--- config.mk ---
export PLATFORM = sky130hd
export DESIGN_NAME = uart_nine_bit_address_mode
export DESIGN_NICKNAME = d
export VERILOG_FILES = /design/src/uart_nine_bit_address_mode.v
export VERILOG_INCLUDE_DIRS = /design/src
export SDC_FILE = /design/constraint.sdc
export NUM_CORES = 1
export LEC_CHECK = 0
export BUFFER_PORTS_ARGS = -buffer_cell sky130_fd_sc_hd__buf_4
export CORE_MARGIN = 2
export CORE_UTILIZATION = 40
export CTS_CLUSTER_SIZE = 8
export DETAILED_ROUTE_END_ITERATION = 8
export GPL_TIMING_DRIVEN = 0
export PLACE_DENSITY_LB_ADDON = 0.08
export SYNTH_ARGS = -nofsm -noshare
export SYNTH_HDL_FRONTEND = slang
export SYNTH_SLANG_ARGS = --single-unit
--- constraint.sdc ---
create_clock -name aclk -period 4.3 [get_ports aclk]
set_input_delay 1.29 -clock aclk [delete_from_list [all_inputs] [get_ports aclk]]
set_output_delay 1.29 -clock aclk [all_outputs]
set_load 0.02 [all_outputs]
--- src/nine_bit_addr_regs.vh ---
/*
  Register offsets, field positions and reset values of the nine-bit
  address extension of the serial port.
  Assumes inclusion by its bare name from the design file.
*/
`ifndef NINE_BIT_ADDR_REGS_VH
`define NINE_BIT_ADDR_REGS_VH

// ==========================================================================
// Offsets
`define RX_ADDRESS_REG_OFF  8'hc4
`define TX_ADDRESS_REG_OFF  8'hc8
`define LINE_CTRL_EXT_OFF   8'hcc
`define TX_HOLDING_REG_OFF  8'h00

// ==========================================================================
// Fields of line_control_extension
`define NINE_BIT_EN_BIT     0
`define ADDR_FILTER_EN_BIT  1
`define SEND_ADDR_REQ_BIT   2
`define TX_NINE_MODE_BIT    3

// ==========================================================================
// Reset values
`define TX_ADDRESS_RESET    8'h00
`define RX_ADDRESS_RESET    8'h00
`define LINE_CTRL_RESET     4'h0

// ==========================================================================
// Bus answers
`define RESP_OKAY           2'b00
`define RESP_SLVERR         2'b10

`endif

--- src/uart_nine_bit_address_mode.v ---
/*
  Nine-bit character extension of a serial port: register slave on
  AXI4-Lite, transmit character selection and receive address filtering.
  Assumes the rest of the port serialises tx characters, delivers
  received characters and owns the base character length field.
*/
`default_nettype none
`include "nine_bit_addr_regs.vh"

module uart_nine_bit_address_mode #(
  parameter ADDR_W = 8
) (
  input  wire              aclk,
  input  wire              aresetn,
  input  wire [ADDR_W-1:0] s_axi_awaddr,
  input  wire              s_axi_awvalid,
  output reg               s_axi_awready,
  input  wire [31:0]       s_axi_wdata,
  input  wire [3:0]        s_axi_wstrb,
  input  wire              s_axi_wvalid,
  output reg               s_axi_wready,
  output reg  [1:0]        s_axi_bresp,
  output reg               s_axi_bvalid,
  input  wire              s_axi_bready,
  input  wire [ADDR_W-1:0] s_axi_araddr,
  input  wire              s_axi_arvalid,
  output reg               s_axi_arready,
  output reg  [31:0]       s_axi_rdata,
  output reg  [1:0]        s_axi_rresp,
  output reg               s_axi_rvalid,
  input  wire              s_axi_rready,
  input  wire              tx_fifo_valid,
  input  wire [8:0]        tx_fifo_data,
  output reg               tx_fifo_pop,
  input  wire              tx_start_ready,
  output reg               tx_char_valid,
  output reg  [8:0]        tx_char,
  output reg               tx_holding_write,
  output reg  [8:0]        tx_holding_data,
  input  wire              rx_char_valid,
  input  wire [8:0]        rx_char,
  output reg               rx_fifo_write,
  output reg  [8:0]        rx_fifo_data,
  output reg               nine_bit_char_enable,
  output reg               rx_address_filter_enable,
  output reg               send_address_request,
  output reg               tx_nine_bit_holding_mode,
  output reg  [7:0]        tx_address_reg,
  output reg  [7:0]        rx_address_reg,
  output reg               rx_matched
);

  // ========================================================================
  // Register select codes
  localparam [1:0] SEL_HOLD   = 2'd0;
  localparam [1:0] SEL_RXADDR = 2'd1;
  localparam [1:0] SEL_TXADDR = 2'd2;
  localparam [1:0] SEL_NONE   = 2'd3;

  // ========================================================================
  // Address decode
  // Only the low byte is compared, so the map repeats above 0xff
  function [1:0] decode;
    input [ADDR_W-1:0] a;
    begin
      if (a[7:0] == `TX_HOLDING_REG_OFF) begin
        decode = SEL_HOLD;
      end else if (a[7:0] == `RX_ADDRESS_REG_OFF) begin
        decode = SEL_RXADDR;
      end else if (a[7:0] == `TX_ADDRESS_REG_OFF) begin
        decode = SEL_TXADDR;
      end else begin
        decode = SEL_NONE;
      end
    end
  endfunction

  // A word is mapped if decode knows it or it is the control word
  function is_mapped;
    input [ADDR_W-1:0] a;
    begin
      is_mapped = (decode(a) != SEL_NONE) ||
                  (a[7:0] == `LINE_CTRL_EXT_OFF);
    end
  endfunction

  reg              aw_held;
  reg              w_held;
  reg [ADDR_W-1:0] aw_addr;
  reg [31:0]       w_data;
  reg [3:0]        w_strb;

  wire aw_take = s_axi_awvalid & s_axi_awready;
  wire w_take  = s_axi_wvalid & s_axi_wready;
  wire wr_fire = aw_held & w_held & ~s_axi_bvalid;
  wire ctrl_hit = (aw_addr[7:0] == `LINE_CTRL_EXT_OFF);
  wire [1:0] wsel = decode(aw_addr);
  // Unmapped words answer with an error and change nothing
  wire wr_ok = is_mapped(aw_addr);

  // Request is honoured only in 9-bit mode with 8-bit holding
  wire send_live = send_address_request & nine_bit_char_enable &
                   ~tx_nine_bit_holding_mode;
  wire start_addr = send_live & tx_start_ready & ~tx_char_valid;
  wire start_data = ~send_live & tx_start_ready & ~tx_char_valid &
                    tx_fifo_valid;

  // ========================================================================
  // Write channel
  // Awready and wready stay low until the response is taken, so only
  // one write is ever in flight and the held word cannot be overrun
  always @(posedge aclk) begin
    tx_holding_write <= 1'b0;
    if (!aresetn) begin
      aw_held                  <= 1'b0;
      w_held                   <= 1'b0;
      aw_addr                  <= {ADDR_W{1'b0}};
      w_data                   <= 32'h00000000;
      w_strb                   <= 4'h0;
      s_axi_awready            <= 1'b1;
      s_axi_wready             <= 1'b1;
      s_axi_bvalid             <= 1'b0;
      s_axi_bresp              <= `RESP_OKAY;
      tx_address_reg           <= `TX_ADDRESS_RESET;
      rx_address_reg           <= `RX_ADDRESS_RESET;
      nine_bit_char_enable     <= 1'b0;
      rx_address_filter_enable <= 1'b0;
      send_address_request     <= 1'b0;
      tx_nine_bit_holding_mode <= 1'b0;
      tx_holding_data          <= 9'h000;
    end else begin
      if (aw_take) begin
        aw_held       <= 1'b1;
        aw_addr       <= s_axi_awaddr;
        s_axi_awready <= 1'b0;
      end
      if (w_take) begin
        w_held       <= 1'b1;
        w_data       <= s_axi_wdata;
        w_strb       <= s_axi_wstrb;
        s_axi_wready <= 1'b0;
      end
      // Auto clear as the address character starts; a new set wins
      if (start_addr) begin
        send_address_request <= 1'b0;
      end
      if (wr_fire) begin
        s_axi_bvalid <= 1'b1;
        s_axi_bresp  <= wr_ok ? `RESP_OKAY : `RESP_SLVERR;
        aw_held      <= 1'b0;
        w_held       <= 1'b0;
        if (ctrl_hit && w_strb[0]) begin
          nine_bit_char_enable     <= w_data[`NINE_BIT_EN_BIT];
          rx_address_filter_enable <= w_data[`ADDR_FILTER_EN_BIT];
          tx_nine_bit_holding_mode <= w_data[`TX_NINE_MODE_BIT];
          // Writing 0 is not a cancel; only hardware clears it
          if (w_data[`SEND_ADDR_REQ_BIT]) begin
            send_address_request <= 1'b1;
          end
        end else if (wsel == SEL_TXADDR && w_strb[0]) begin
          tx_address_reg <= w_data[7:0];
        end else if (wsel == SEL_RXADDR && w_strb[0]) begin
          rx_address_reg <= w_data[7:0];
        end else if (wsel == SEL_HOLD) begin
          tx_holding_write <= 1'b1;
          // Holding width follows the transmit mode
          if (nine_bit_char_enable && tx_nine_bit_holding_mode) begin
            tx_holding_data <= w_data[8:0];
          end else begin
            tx_holding_data <= {1'b0, w_data[7:0]};
          end
        end
      end
      if (s_axi_bvalid && s_axi_bready) begin
        s_axi_bvalid  <= 1'b0;
        s_axi_awready <= 1'b1;
        s_axi_wready  <= 1'b1;
      end
    end
  end

  // ========================================================================
  // Read channel
  reg [31:0] next_rdata;
  always @* begin
    next_rdata = 32'h00000000;
    if (s_axi_araddr[7:0] == `LINE_CTRL_EXT_OFF) begin
      next_rdata[3:0] = {tx_nine_bit_holding_mode, send_address_request,
                         rx_address_filter_enable, nine_bit_char_enable};
    end else if (decode(s_axi_araddr) == SEL_TXADDR) begin
      next_rdata[7:0] = tx_address_reg;
    end else if (decode(s_axi_araddr) == SEL_RXADDR) begin
      next_rdata[7:0] = rx_address_reg;
    end
  end

  always @(posedge aclk) begin
    if (!aresetn) begin
      s_axi_arready <= 1'b1;
      s_axi_rvalid  <= 1'b0;
      s_axi_rdata   <= 32'h00000000;
      s_axi_rresp   <= `RESP_OKAY;
    end else if (s_axi_arvalid && s_axi_arready) begin
      s_axi_arready <= 1'b0;
      s_axi_rvalid  <= 1'b1;
      s_axi_rdata   <= next_rdata;
      s_axi_rresp   <= is_mapped(s_axi_araddr) ? `RESP_OKAY : `RESP_SLVERR;
    end else if (s_axi_rvalid && s_axi_rready) begin
      s_axi_rvalid  <= 1'b0;
      s_axi_arready <= 1'b1;
    end
  end

  // ========================================================================
  // Transmit character selection
  // A live address request (send_live) always goes before queued data, and
  // every character is followed by one idle cycle, which gives the
  // serialiser time to drop its ready before the next start
  always @(posedge aclk) begin
    if (!aresetn) begin
      tx_char_valid <= 1'b0;
      tx_char       <= 9'h000;
      tx_fifo_pop   <= 1'b0;
    end else begin
      tx_fifo_pop <= 1'b0;
      if (tx_char_valid) begin
        tx_char_valid <= 1'b0;
      end else if (start_addr) begin
        tx_char_valid <= 1'b1;
        tx_char       <= {1'b1, tx_address_reg};
      end else if (start_data) begin
        tx_char_valid <= 1'b1;
        tx_fifo_pop   <= 1'b1;
        if (!nine_bit_char_enable) begin
          tx_char <= {1'b0, tx_fifo_data[7:0]};
        end else if (tx_nine_bit_holding_mode) begin
          tx_char <= tx_fifo_data;
        end else begin
          tx_char <= {1'b0, tx_fifo_data[7:0]};
        end
      end
    end
  end

  // ========================================================================
  // Receive address filtering
  wire filter_on = rx_address_filter_enable & nine_bit_char_enable;
  wire is_addr   = rx_char[8];
  // The match state survives a mode change on purpose: software that
  // pauses filtering resumes with the same addressed node
  always @(posedge aclk) begin
    if (!aresetn) begin
      rx_matched    <= 1'b0;
      rx_fifo_write <= 1'b0;
      rx_fifo_data  <= 9'h000;
    end else begin
      rx_fifo_write <= 1'b0;
      if (rx_char_valid) begin
        if (!nine_bit_char_enable) begin
          rx_fifo_write <= 1'b1;
          rx_fifo_data  <= {1'b0, rx_char[7:0]};
        end else if (!filter_on) begin
          rx_fifo_write <= 1'b1;
          rx_fifo_data  <= rx_char;
        end else if (is_addr) begin
          // Address characters are consumed, not stored
          rx_matched <= (rx_char[7:0] == rx_address_reg);
        end else if (rx_matched) begin
          rx_fifo_write <= 1'b1;
          rx_fifo_data  <= rx_char;
        end
        // Data after a mismatching address is dropped here
      end
    end
  end

endmodule // uart_nine_bit_address_mode
`default_nettype wire

==> results of run 1 <==
-- logic make-up after synthesis --
logic type      after synthesis  synth area share [%]
compound gates               83                  13.3
xor+xnor                      8                  1.92
buf+inv                      59                  8.96
flops                        87                  47.6
mux                          31                  8.62
other cells                   1                 0.103
simple gates                149                  19.5
-- how the worst max path moves through the flow --
| stage | cells past startpoint | endpoint | startpoint |
|---|---|---|---|
| 2_1_floorplan | 5 | tx_char[8]$_SDFFE_PN0P_ | tx_start_ready |
| 3_3_place_gp | 6 | tx_char[8]$_SDFFE_PN0P_ | tx_start_ready |
| 3_5_place_dp | 6 | tx_char[8]$_SDFFE_PN0P_ | tx_start_ready |
| 4_1_cts | 6 | tx_char[8]$_SDFFE_PN0P_ | tx_start_ready |
| 5_1_grt | 6 | tx_char[8]$_SDFFE_PN0P_ | tx_start_ready |
| 6_report | 6 | tx_char[8]$_SDFFE_PN0P_ | tx_start_ready |
-- cell type report --
cell class | count | share of cell area [%]
clock inverter | 5 | 1.63
tap | 108 | 2.70
clock buffer | 11 | 2.83
buffer | 47 | 5.66
multi-input combinational | 297 | 33.7
inverter | 12 | 0.902
timing repair buffer | 118 | 17.7
sequential | 87 | 34.9
-- stage by stage --
step / utilization [%] / cells / power (mW) / worst slack, ns
finish: 56.7 / 685 / 1.71 / 1.58
global route: 56.7 / 685 / 1.78 / 1.45
CTS: 56.7 / 685 / 1.72 / 1.61
detailed placement: 54.2 / 669 / 1.10 / 1.24
global placement: 54.2 / 669 / 1.10 / 1.26
floorplan: - / 443 / 1.01 / 1.67
-- power by group --
| group | internal [mW] | total (mW) | switching (mW) |
|---|---|---|---|
| Combinational | 0.102 | 0.226 | 0.124 |
| Clock | 0.343 | 0.629 | 0.285 |
| Sequential | 0.833 | 0.854 | 0.0214 |
| Total | 1.28 | 1.71 | 0.431 |
-- worst max-delay path, cell delays in order --
cell and delay, ns:
sky130_fd_sc_hd__buf_4 0.10, sky130_fd_sc_hd__nor2b_1 0.14, sky130_fd_sc_hd__or3b_2 0.18, sky130_fd_sc_hd__clkbuf_1 0.35, sky130_fd_sc_hd__a21boi_1 0.70, sky130_fd_sc_hd__a211oi_1 0.16
-- cells in the final DEF, fill, tap and decap left out, drive strengths merged, types with 4 or more instances in the layout --
cell type,n
clkbuf,29
dfxtp,87
xnor2,8
nand2b,4
buf,147
o221ai,8
nor2b,6
nand2,61
o21ai,16
a21oi,42
conb,26
or4,4
mux2,4
or3,9
nand3,20
mux2i,27
a22oi,8
nor2,32
inv,12
-- layer usage --
metal  vias up  routed length [µm]  share of wire, %
met5         -                   0                 0
met4         0                 144               1.5
met3        12                 654               6.8
met2       141                4360                45
met1      1484                4460                46
li1       1688                   -                 -
==> run summary, run 1 <==
In the routed design, unresolved DRC markers number 0. Entering global routing, the biggest net connects 15 pins. The fraction of post-synthesis cell area in the top cell type by area is between 40 and 50%. The signal arrival time at the worst endpoint came out at ~3 ns. The destination of the worst hold path is tx_char[0]$_SDFFE_PN0P_. The global-route track usage on met2 came out at between 30% and 40%. At the end of routability-driven placement, the weighted congestion stood at 0.889. The most frequently used cell type in the post-synthesis netlist is sky130_fd_sc_hd__dfxtp_1.

The count of antenna-violating nets left after detailed routing came out at 0. The critical path required time came out at 4.51 ns. The commonest cells after synthesis are 87 x sky130_fd_sc_hd__dfxtp_1, 61 x sky130_fd_sc_hd__nand2_1, 42 x sky130_fd_sc_hd__a21oi_1. The worst setup path is of the primary input to register kind. After clock tree synthesis, the flow added hold-fix buffers numbering 0. Summing all multi-input logic gate instances after layout gives ~1700 µm².

The worst hold path cell count came out at 2. The full die area is between 9000 and 10000 µm². ~170 I/O pins were placed. The initial standard-cell utilization of the core came out at around 42%.

Registers take 1740 µm². The worst setup path is captured at a register. Clock-pin slew was measured on the worst setup and hold paths at approximately 0.08 ns. After global routing the overflow that remains totals 0.

Synthesis produced a netlist whose cell count is roughly 420. The detailed-routing iteration count for the pre-antenna-repair pass came out at 6. The sink count of the clock tree came out at 87.

The worst-path maximum fanout is 10. The fraction of final layout cells sized beyond drive strength 1 came out at a little under 30%. The antenna cell count is 0.

In this run the clock root is driven by a sky130_fd_sc_hd__clkbuf_8. Adding up every negative setup slack in the final design gives 0 ns. The H-tree generated during clock tree synthesis spans 3 levels. Dividing the detail-routed wire length by the instance count gives 14.0 µm. The post-place instance area came out at around 4800 µm². sky130_fd_sc_hd__dfxtp_1 takes more of the synthesized area than any other cell. The endpoint of the worst register-to-register path is tx_char[8]$_SDFFE_PN0P_. The path category of the worst min-delay check is register to register. The via count of the first global-routing pass came to between 3000 and 4000. Hold is met by ~0.45 ns. The slew of the pin with the lowest slew margin came out at 0.798 ns. The number of cell instances on the worst register-to-register path is 5. Buffers placed on the I/O ports in this run total between 100 and 150.

The number of antenna violations at the first check in global routing came to 0. The final number of hold-violating endpoints came to 0. VDD sags by at most between 150 and 200 µV. The clock buffer count from CTS is 9.

After global routing, the most crowded layer is met2. The global routing met1 resource utilization is roughly 27%. Synthesis instantiated 38 different standard cells from the library. The number of nets in the finished design is roughly 650. The setup slack of the worst register-to-register path came out at ~2.2 ns. The peak clock frequency supported by timing came out at about 370 MHz.

TritonCTS built the clock tree. The per-cell via count in the routed design is between 4 and 5. For this design the ratio of total power to cell area is ~340 nW/µm².

The Yosys step of the flow raised 0 warnings. The floorplan has 34 rows. Clock skew on the completed layout was measured at roughly 0.010 ns.

The later-pin clock latency in the skew report is approximately 0.35 ns. In this run, synthesis inferred 0 flip-flops with an integrated enable. The number of buffers between clock root and the deepest sink came out at 2. The finished layout cell area is 5000 µm². The max-capacitance violation count came out at 0. The number of gates given a new drive strength after cts is 0. After layout, the worst path uses about 63% of the clock period.

The horizontal extent of the die came out at 99.6 µm. Setup violations remaining at the end of the flow were counted as 0. The worst register-to-register path begins at nine_bit_char_enable$_SDFFE_PN0P_. The floorplan die height came out at ~100 µm.

The global-route track usage on met3 is 3.65%. The cell area after technology mapping is between 3000 and 4000 µm². In this run the mean area of a mapped cell was ~8.8 µm². By area the synthesized netlist is led by sky130_fd_sc_hd__dfxtp_1 48%, sky130_fd_sc_hd__mux2i_1 7.4%, sky130_fd_sc_hd__nand2_1 6.3%, sky130_fd_sc_hd__a21oi_1 5.7%, sky130_fd_sc_hd__buf_4 5.3%. Summing the sequential cell areas from Yosys gives between 40% and 50% of the chip area. Subtracting the final worst setup slack from the clock period gives between 2 and 3 ns.

Summed over all cells, the static leakage comes to between 2 and 2.5 nW. The wire length after detailed routing is between 9 and 10 mm. The worst setup path is launched from a primary input.

The half-perimeter wire length after placement is between 7 and 8 mm. The number of inserted filler cells in the final layout came out at ~860. The violation count after the first detailed-routing iteration is 126. The share of flip-flops with an asynchronous set or reset after synthesis is 0%.

The total of flip-flops plus latches after synthesis came out at 87. The count of vias placed by the detailed router is ~3300. The number of pins exceeding their max-slew limit in the final report is 0. Setup repair after global routing left no endpoint under its margin.

The global-route wire length before repair is approximately 15 mm. The area growth from synthesis to layout is 36.6%. In the synthesized netlist the dominant register cell turns out to be sky130_fd_sc_hd__dfxtp_1.

The area of the placeable core is a little under 9000 µm². The total global routing track utilization came out at between 10% and 20%. Measured against its own limit, the worst slew margin works out to between 40 and 50%. The post-CTS setup-driven buffer insertion count is 0. The source of the worst hold timing path is tx_char[0]$_SDFFE_PN0P_. The run finished with clean final reports.
Power figures use the tool's default switching activity.
==> run 2: changes to the inputs <==
ABC_AREA = 1   (was unset)
clock period = 2.35 ns   (was 4.3 ns; I/O delays follow)
==> run 2 against run 1 <==
Die area rose by 8.6%. Synthesized area rose by 9.0%. Cell count rose by 24%. Via count rose by 18%. Routed wire length rose by 13%. Core utilization fell by 1.4 points. Largest power group unchanged. Critical endpoint is now nine_bit_char_enable. Worst setup slack got worse by 1.1 ns. Synthesized cell count rose by 32%.
==> run summary, run 2 <==
The flow ran to the end, and the final reports show no timing, DRC or antenna violations. The sequential area share after synthesis came out at 43.7% (-3.9 points). The slew of the pin with the lowest slew margin came out at 0.550 ns (-0.248 ns). The fraction of final layout cells sized beyond drive strength 1 is 26.6% (-2.9 points). The critical path in this run is classified as register to output pin. The finished layout cell area is 5380 µm² (+7.8%). The count of vias placed by the detailed router came out at 3931 (+18%). The final number of hold-violating endpoints is 0 (unchanged). The total power divided by cell area is 615 nW/µm² (+80%). The final critical-path required period is ~1.9 ns. The total of flip-flops plus latches after synthesis is 87 (unchanged). The clock input transition at the sequential cells of the worst setup and hold paths is 0.09 ns (about the same).

The most common flop cell mapped by yosys is sky130_fd_sc_hd__dfxtp_1. The worst hold path belongs to the class register to register. The number of warnings reported in the yosys synthesis log is 0 (unchanged).

The horizontal extent of the die came out at 104 µm (+4.2%). The global-route wire length before repair came out at 17.5 mm (+14%). The library cells used most frequently in the layout, excluding fill and tap cells, are 149 x sky130_fd_sc_hd__buf_4, 97 x sky130_fd_sc_hd__nand2_1, 96 x sky130_fd_sc_hd__nor2_1, 87 x sky130_fd_sc_hd__dfxtp_1, 49 x sky130_fd_sc_hd__inv_1. The critical path goes through buf_4. The detailed-routing iteration count for the pre-antenna-repair pass came out at 5 (-1).

The count of antenna-violating nets left after detailed routing is 0 (unchanged). The post-place instance area is 5150 µm² (+7.8%). TritonCTS built the clock tree. The layout-stage area growth over the synthesis result is 35.1%. The number of buffers added on ports is 120 (+1.7%). The total grt overflow came to 0 (unchanged).

The cell count after synthesis came out at 553 (+32%). By instance count, the leading cell after synthesis is sky130_fd_sc_hd__nand2_1. The share of flip-flops with an asynchronous set or reset after synthesis is 0% (unchanged). Sorting the synthesized cells by how often they occur yields 97 x sky130_fd_sc_hd__nand2_1, 96 x sky130_fd_sc_hd__nor2_1, 87 x sky130_fd_sc_hd__dfxtp_1. The area of the placeable core is 9730 µm² (+10%). The setup slack of the worst register-to-register path is 0.90 ns (-1.30 ns). The element type at the critical path start is a register.

The depth of the CTS H-tree came out at 3 (unchanged). The cell area after technology mapping came out at 3990 µm² (+9.0%). The antenna cell count is 0 (unchanged). The final critical path takes up approximately 80% of the cycle. The fraction of post-synthesis cell area in the top cell type by area is 43.7% (-3.9 points). The kind of cell adding the most delay to the critical path is flip-flops.

The critical path required time is 1.64 ns (-2.87 ns). The mean cell area of the mapped netlist came out at 7.21 µm² (-18%). The setup TNS is 0 ns (unchanged). The number of buffers between clock root and the deepest sink came out at 2 (unchanged). The pin count of the biggest net entering global routing is 15 (unchanged). The overall power of the completed layout came out at 3.31 mW (+94%). The violation count after the first detailed-routing iteration is 155 (+23%). The final weighted congestion in routability-driven placement is 0.831 (-6.5%). The count of distinct cell types in the synthesized netlist came out at 32 (-16%). The total global routing track utilization was 20.1% (+0.66 points).

The leakage component of the power was 2.57 nW (+16%). The max-slew headroom at the worst pin was 63.3% (+17 points). The worst slack at placement came out at 0.464 ns (-0.776 ns). The detailed-route wire length per cell was 12.8 µm (-8.7%). The number of top-level pins came out at 173 (unchanged). The count of flip-flops with a built-in enable after synthesis is 0 (unchanged). The per-cell via count in the routed design came out at 4.64 (-4.4%). The most frequent standard cell in the layout excluding fill and tap cells is sky130_fd_sc_hd__buf_4. The floorplan die height is 104 µm (+4.2%). The half-perimeter wire length after placement came to 8.55 mm (+17%). The signal arrival time at the worst endpoint is 1.17 ns (-1.76 ns).

The number of setup violations in the final report came out at 0 (unchanged). The total buffers and inverters traversed by the critical path is 1 (-1). The worst-path maximum fanout came out at 9 (-1). The hold-fix buffer count after cts was 0 (unchanged). The maximum clock skew at final layout came out at 0.00803 ns (-0.00213 ns). The sink count of the clock tree came out at 87 (unchanged). The number of gates given a new drive strength after cts came out at 0 (unchanged).

The maximum ir drop on the vdd rail came out at 294 µV (+82%). The wire length after detailed routing is 10.9 mm (+13%). The peak clock frequency supported by timing came out at roughly 530 MHz. Clock tree synthesis selected as its root buffer the cell sky130_fd_sc_hd__clkbuf_8. The number of nets in the finished design was 789 (+21%). The later-pin clock latency in the skew report is 0.36 ns (about the same). The post-CTS setup-driven buffer insertion count came out at 0 (unchanged). The worst setup path is captured at an output pin. The final setup slack of the worst path is 0.476 ns (-1.10 ns). The max-capacitance violation count came out at 0 (unchanged). The clock buffer count from CTS came out at 9 (unchanged). The slowest stage of the critical path belongs to the cell sky130_fd_sc_hd__dfxtp_1. The maximum cell stage delay along the critical path is 0.58 ns (-0.12 ns). The synthesized design spends more area on one cell type than any other, namely sky130_fd_sc_hd__dfxtp_1. The full die area is 10800 µm² (+8.6%). Setup repair after global routing left no endpoint under its margin. The initial standard-cell utilization of the core came out at 41.0% (-0.57 points).

The via count of the first global-routing pass is 3644 (+18%). The number of pins exceeding their max-slew limit in the final report is 0 (unchanged). The number of design rule violations left after detail routing was 0 (unchanged). The floorplan row count is 36 (+5.9%). The number of antenna violations at the first check in global routing is 0 (unchanged).

After synthesis, the cell types taking the most area are sky130_fd_sc_hd__dfxtp_1 44%, sky130_fd_sc_hd__nand2_1 9.1%, sky130_fd_sc_hd__nor2_1 9.0%, sky130_fd_sc_hd__a21oi_1 5.5%, sky130_fd_sc_hd__buf_4 5.5%.
run 2: routing by layer:
metal / up-vias / global-route usage, % / part of all wire (%)
met5: - / 0 / 0
met4: 0 / 7.92 / 2.0
li1: 2046 / - / -
met3: 18 / 4.03 / 7.0
met2: 141 / 33.4 / 46
met1: 1726 / 25.5 / 45
run 2: cell families after synthesis:
kind of cell,after synthesis,share of synthesized area [%]
buf+inv,99,13.4
simple gates,273,30.6
compound gates,89,11.3
other cells,1,0.0941
flops,87,43.7
xor+xnor,4,0.879
run 2: final timing paths:
path / start / endpoint / depth (start not counted)
worst min register to register: tx_holding_data[0]$_SDFFE_PN0P_ / tx_holding_data[0]$_SDFFE_PN0P_ / 2
worst min-delay path: tx_holding_data[0]$_SDFFE_PN0P_ / tx_holding_data[0]$_SDFFE_PN0P_ / 2
worst max-delay path: nine_bit_char_enable$_SDFFE_PN0P_ / nine_bit_char_enable / 1
worst max register to register: aw_addr[0]$_SDFFE_PN0P_ / rx_address_reg[3]$_SDFFE_PN0P_ / 7
run 2: worst min-delay path, stage by stage, from the launching register on:
cell,delay (ns)
sky130_fd_sc_hd__dfxtp_1,0.32
sky130_fd_sc_hd__nand2_1,0.06
sky130_fd_sc_hd__a21oi_1,0.05
run 2: stage by stage:
step | hold slack (ns) | utilization (%) | cells
6_report | 0.466 | 55.3 | 847
5_1_grt | 0.486 | 55.3 | 847
2_1_floorplan | 0.444 | - | 578
3_3_place_gp | 0.454 | 52.9 | 831
3_5_place_dp | 0.458 | 52.9 | 831
4_1_cts | 0.470 | 55.3 | 847
run 2: layout make-up:
| class | instances | area [µm²] |
|---|---|---|
| Inverter | 51 | 191 |
| Clock inverter | 6 | 109 |
| Clock buffer | 10 | 128 |
| Tap cell | 133 | 166 |
| Multi-Input combinational cell | 392 | 1800 |
| Fill cell | 985 | 4350 |
| Sequential cell | 87 | 1740 |
| Buffer | 48 | 343 |
| Timing Repair Buffer | 120 | 901 |
run 2: where the power goes:
part | switching (mW) | internal, mW
Sequential | 0.0469 | 1.54
Clock | 0.542 | 0.705
Combinational | 0.277 | 0.202
==> run 3: changes to the inputs <==
clock period = 1.6 ns   (was 2.35 ns; I/O delays follow)
==> run 3 against run 2 <==
Worst hold slack worse by 0.11 ns. Non-clock buffer count unchanged. Cell area is 0.14% higher. Sequential power grew 47%. Core utilization up 0.077 points. Clock power grew 46%. Worst setup slack worse by 0.37 ns. Cell count is the same. Sequential cell count unchanged. Die area stayed put. Critical path type unchanged. Largest cell class unchanged.
==> run summary, run 3 (synthesis gave the netlist of run 2 again) <==
The flow ran to the end, and the final reports show no timing, DRC or antenna violations. The number of top-level pins is 173 (unchanged). The final setup slack of the worst path is 0.104 ns (-0.372 ns). The number of buffers between clock root and the deepest sink is 2 (unchanged).

The maximum clock skew at final layout was 0.00724 ns (-0.000798 ns). The worst setup path is captured at an output pin. From synthesis to final layout, the design area changed by 35.2%. The wire length after detailed routing came to 10.9 mm (+0.10%). The antenna cell count came out at 0 (unchanged). The number of design rule violations left after detail routing came out at 0 (unchanged). In the layout the commonest cells are 149 x sky130_fd_sc_hd__buf_4, 97 x sky130_fd_sc_hd__nand2_1, 96 x sky130_fd_sc_hd__nor2_1, 86 x sky130_fd_sc_hd__dfxtp_1, 49 x sky130_fd_sc_hd__inv_1. The hold-fix buffer count after cts was 0 (unchanged).

The clock input transition at the sequential cells of the worst setup and hold paths is 0.09 ns (about the same). The total global routing track utilization was 20.1% (unchanged). The kind of cell adding the most delay to the critical path is flip-flops. The horizontal extent of the die is 104 µm (unchanged). Leaving out fill and tap cells, the most frequent cell in the layout is sky130_fd_sc_hd__buf_4. Subtracting the final worst setup slack from the clock period gives between 1 and 1.5 ns. The final number of hold-violating endpoints is 0 (unchanged). The slowest stage of the critical path is the sky130_fd_sc_hd__dfxtp_2 cell. The later-pin clock latency in the skew report is 0.36 ns (about the same). The CTS tree is yes.

The sequential group share of total power is 47.8% (about the same). The clock buffer count from CTS is 9 (unchanged). The maximum cell stage delay along the critical path came to 0.47 ns (-0.11 ns). The floorplan row count is 36 (unchanged). The critical path required time is 1.12 ns (-0.52 ns). The global-route wire length before repair is 17.5 mm (unchanged). Tracing the worst setup path back leads to its startpoint at nine_bit_char_enable$_SDFFE_PN0P_. The number of nets in the finished design came out at 789 (unchanged). The initial standard-cell utilization of the core is 41.0% (unchanged). The total buffers and inverters traversed by the critical path is 1 (unchanged). The critical path is of the register to output pin type. The worst setup path is launched from a register. The post-place instance area is 5150 µm² (unchanged). The root buffer cell chosen for the clock tree is sky130_fd_sc_hd__clkbuf_8. The worst-path maximum fanout came to 9 (unchanged). The worst slack at placement came out at -0.0615 ns (-0.525 ns). The proportion of power drawn by the clock network came out at 37.7% (about the same). The full die area came out at 10800 µm² (unchanged). In this run the worst hold path is classified as primary input to register. The violation count after the first detailed-routing iteration came to 154 (-0.65%). The total power divided by cell area came out at 902 nW/µm² (+47%). The max-slew headroom at the worst pin came out at 63.4% (about the same). The depth of the CTS H-tree is 3 (unchanged). The detailed-route wire length per cell is 12.8 µm (+0.10%). The floorplan die height was 104 µm (unchanged).

The detailed-routing iteration count for the pre-antenna-repair pass is 4 (-1). The maximum ir drop on the vdd rail is 431 µV (+47%). The max-capacitance violation count is 0 (unchanged).

The count of vias placed by the detailed router was 3938 (+0.18%). Dividing the final minimum period by the clock period gives around 93%. The source of the worst hold timing path is rx_char[1]. The number of buffers added on ports is 120 (unchanged). The signal arrival time at the worst endpoint came out at 1.02 ns (-0.15 ns). The count of antenna-violating nets left after detailed routing is 0 (unchanged). The area of the placeable core was 9730 µm² (unchanged). The finished layout cell area is 5390 µm² (+0.14%). The pin count of the biggest net entering global routing was 15 (unchanged).

The part of the total power dissipated in combinational logic is 14.5% (about the same). The slew of the pin with the lowest slew margin is 0.550 ns (-0.00000221 ns). The final weighted congestion in routability-driven placement is 0.831 (unchanged). The sink count of the clock tree came out at 87 (unchanged). The overall power of the completed layout came out at 4.86 mW (+47%). The number of setup violations in the final report is 0 (unchanged).

The switching share of power is 26.2% (about the same). The number of pins exceeding their max-slew limit in the final report is 0 (unchanged). The peak clock frequency supported by timing is around 670 MHz. The via count of the first global-routing pass is 3644 (unchanged). The fraction of final layout cells sized beyond drive strength 1 came out at 26.8% (+0.14 points). The half-perimeter wire length after placement came out at 8.55 mm (unchanged).

The total grt overflow is 0 (unchanged). The leakage component of the power came out at 2.58 nW (+0.11%). The per-cell via count in the routed design was 4.65 (+0.18%). The number of antenna violations at the first check in global routing came out at 0 (unchanged). The cell-internal power was 3.59 mW (+47%). In this run the critical register-to-register path is launched from aw_addr[4]$_SDFFE_PN0P_.

Traced cell by cell, the critical path runs through buf_4. The net switching component of the power came out at 1.27 mW (+47%).
## run 3: cell counts in the layout (fill, tap and decap cells not counted)
Identical to the previous run, type by type.
## run 3: cell type report
cell class | instances | area, µm²
inverter | 51 | 191
tap | 133 | 166
buffer | 48 | 343
sequential | 87 | 1740
clock buffer | 10 | 128
timing repair buffer | 120 | 901
clock inverter | 6 | 109
fill | 982 | 4340
multi-input combinational | 392 | 1810
## run 3: worst paths after layout
path	cells after the start	slack (ns)	end
setup / recovery	1	0.10	nine_bit_char_enable
hold / removal	3	0.36	rx_fifo_data[1]$_SDFFE_PN0P_
hold reg to reg	2	0.47	tx_holding_data[0]$_SDFFE_PN0P_
setup reg to reg	7	0.17	rx_address_reg[3]$_SDFFE_PN0P_
## run 3: metal layers
metal	track usage (%)	up-vias	share of wire (%)
met4	7.92	0	2.0
met1	25.5	1730	45
met3	4.03	18	7.2
met2	33.4	145	46
li1	-	2045	-
met5	0	-	0
## run 3: power by group through the flow
stage,Clock [mW],Combinational [mW],Sequential (mW)
2_1_floorplan,0,0.387,2.41
3_3_place_gp,0,0.690,2.37
3_5_place_dp,0,0.701,2.37
4_1_cts,1.86,0.704,2.32
5_1_grt,1.95,0.776,2.34
6_report,1.83,0.705,2.33
## run 3: per-stage QoR
step / hold WS, ns / util (%) / TNS [ns] / instances
4_1_cts: 0.354 / 55.3 / 0 / 847
3_5_place_dp: 0.458 / 52.9 / -0.204 / 831
6_report: 0.358 / 55.4 / 0 / 847
5_1_grt: 0.363 / 55.4 / -0.00348 / 847
2_1_floorplan: 0.444 / - / 0 / 578
3_3_place_gp: 0.454 / 52.9 / -0.0201 / 831
## run 3: repair_timing
action | in CTS | in global routing
setup endpoints to repair | 1 | 2
gates resized for setup | 1 | 1
setup buffers | 0 | 0
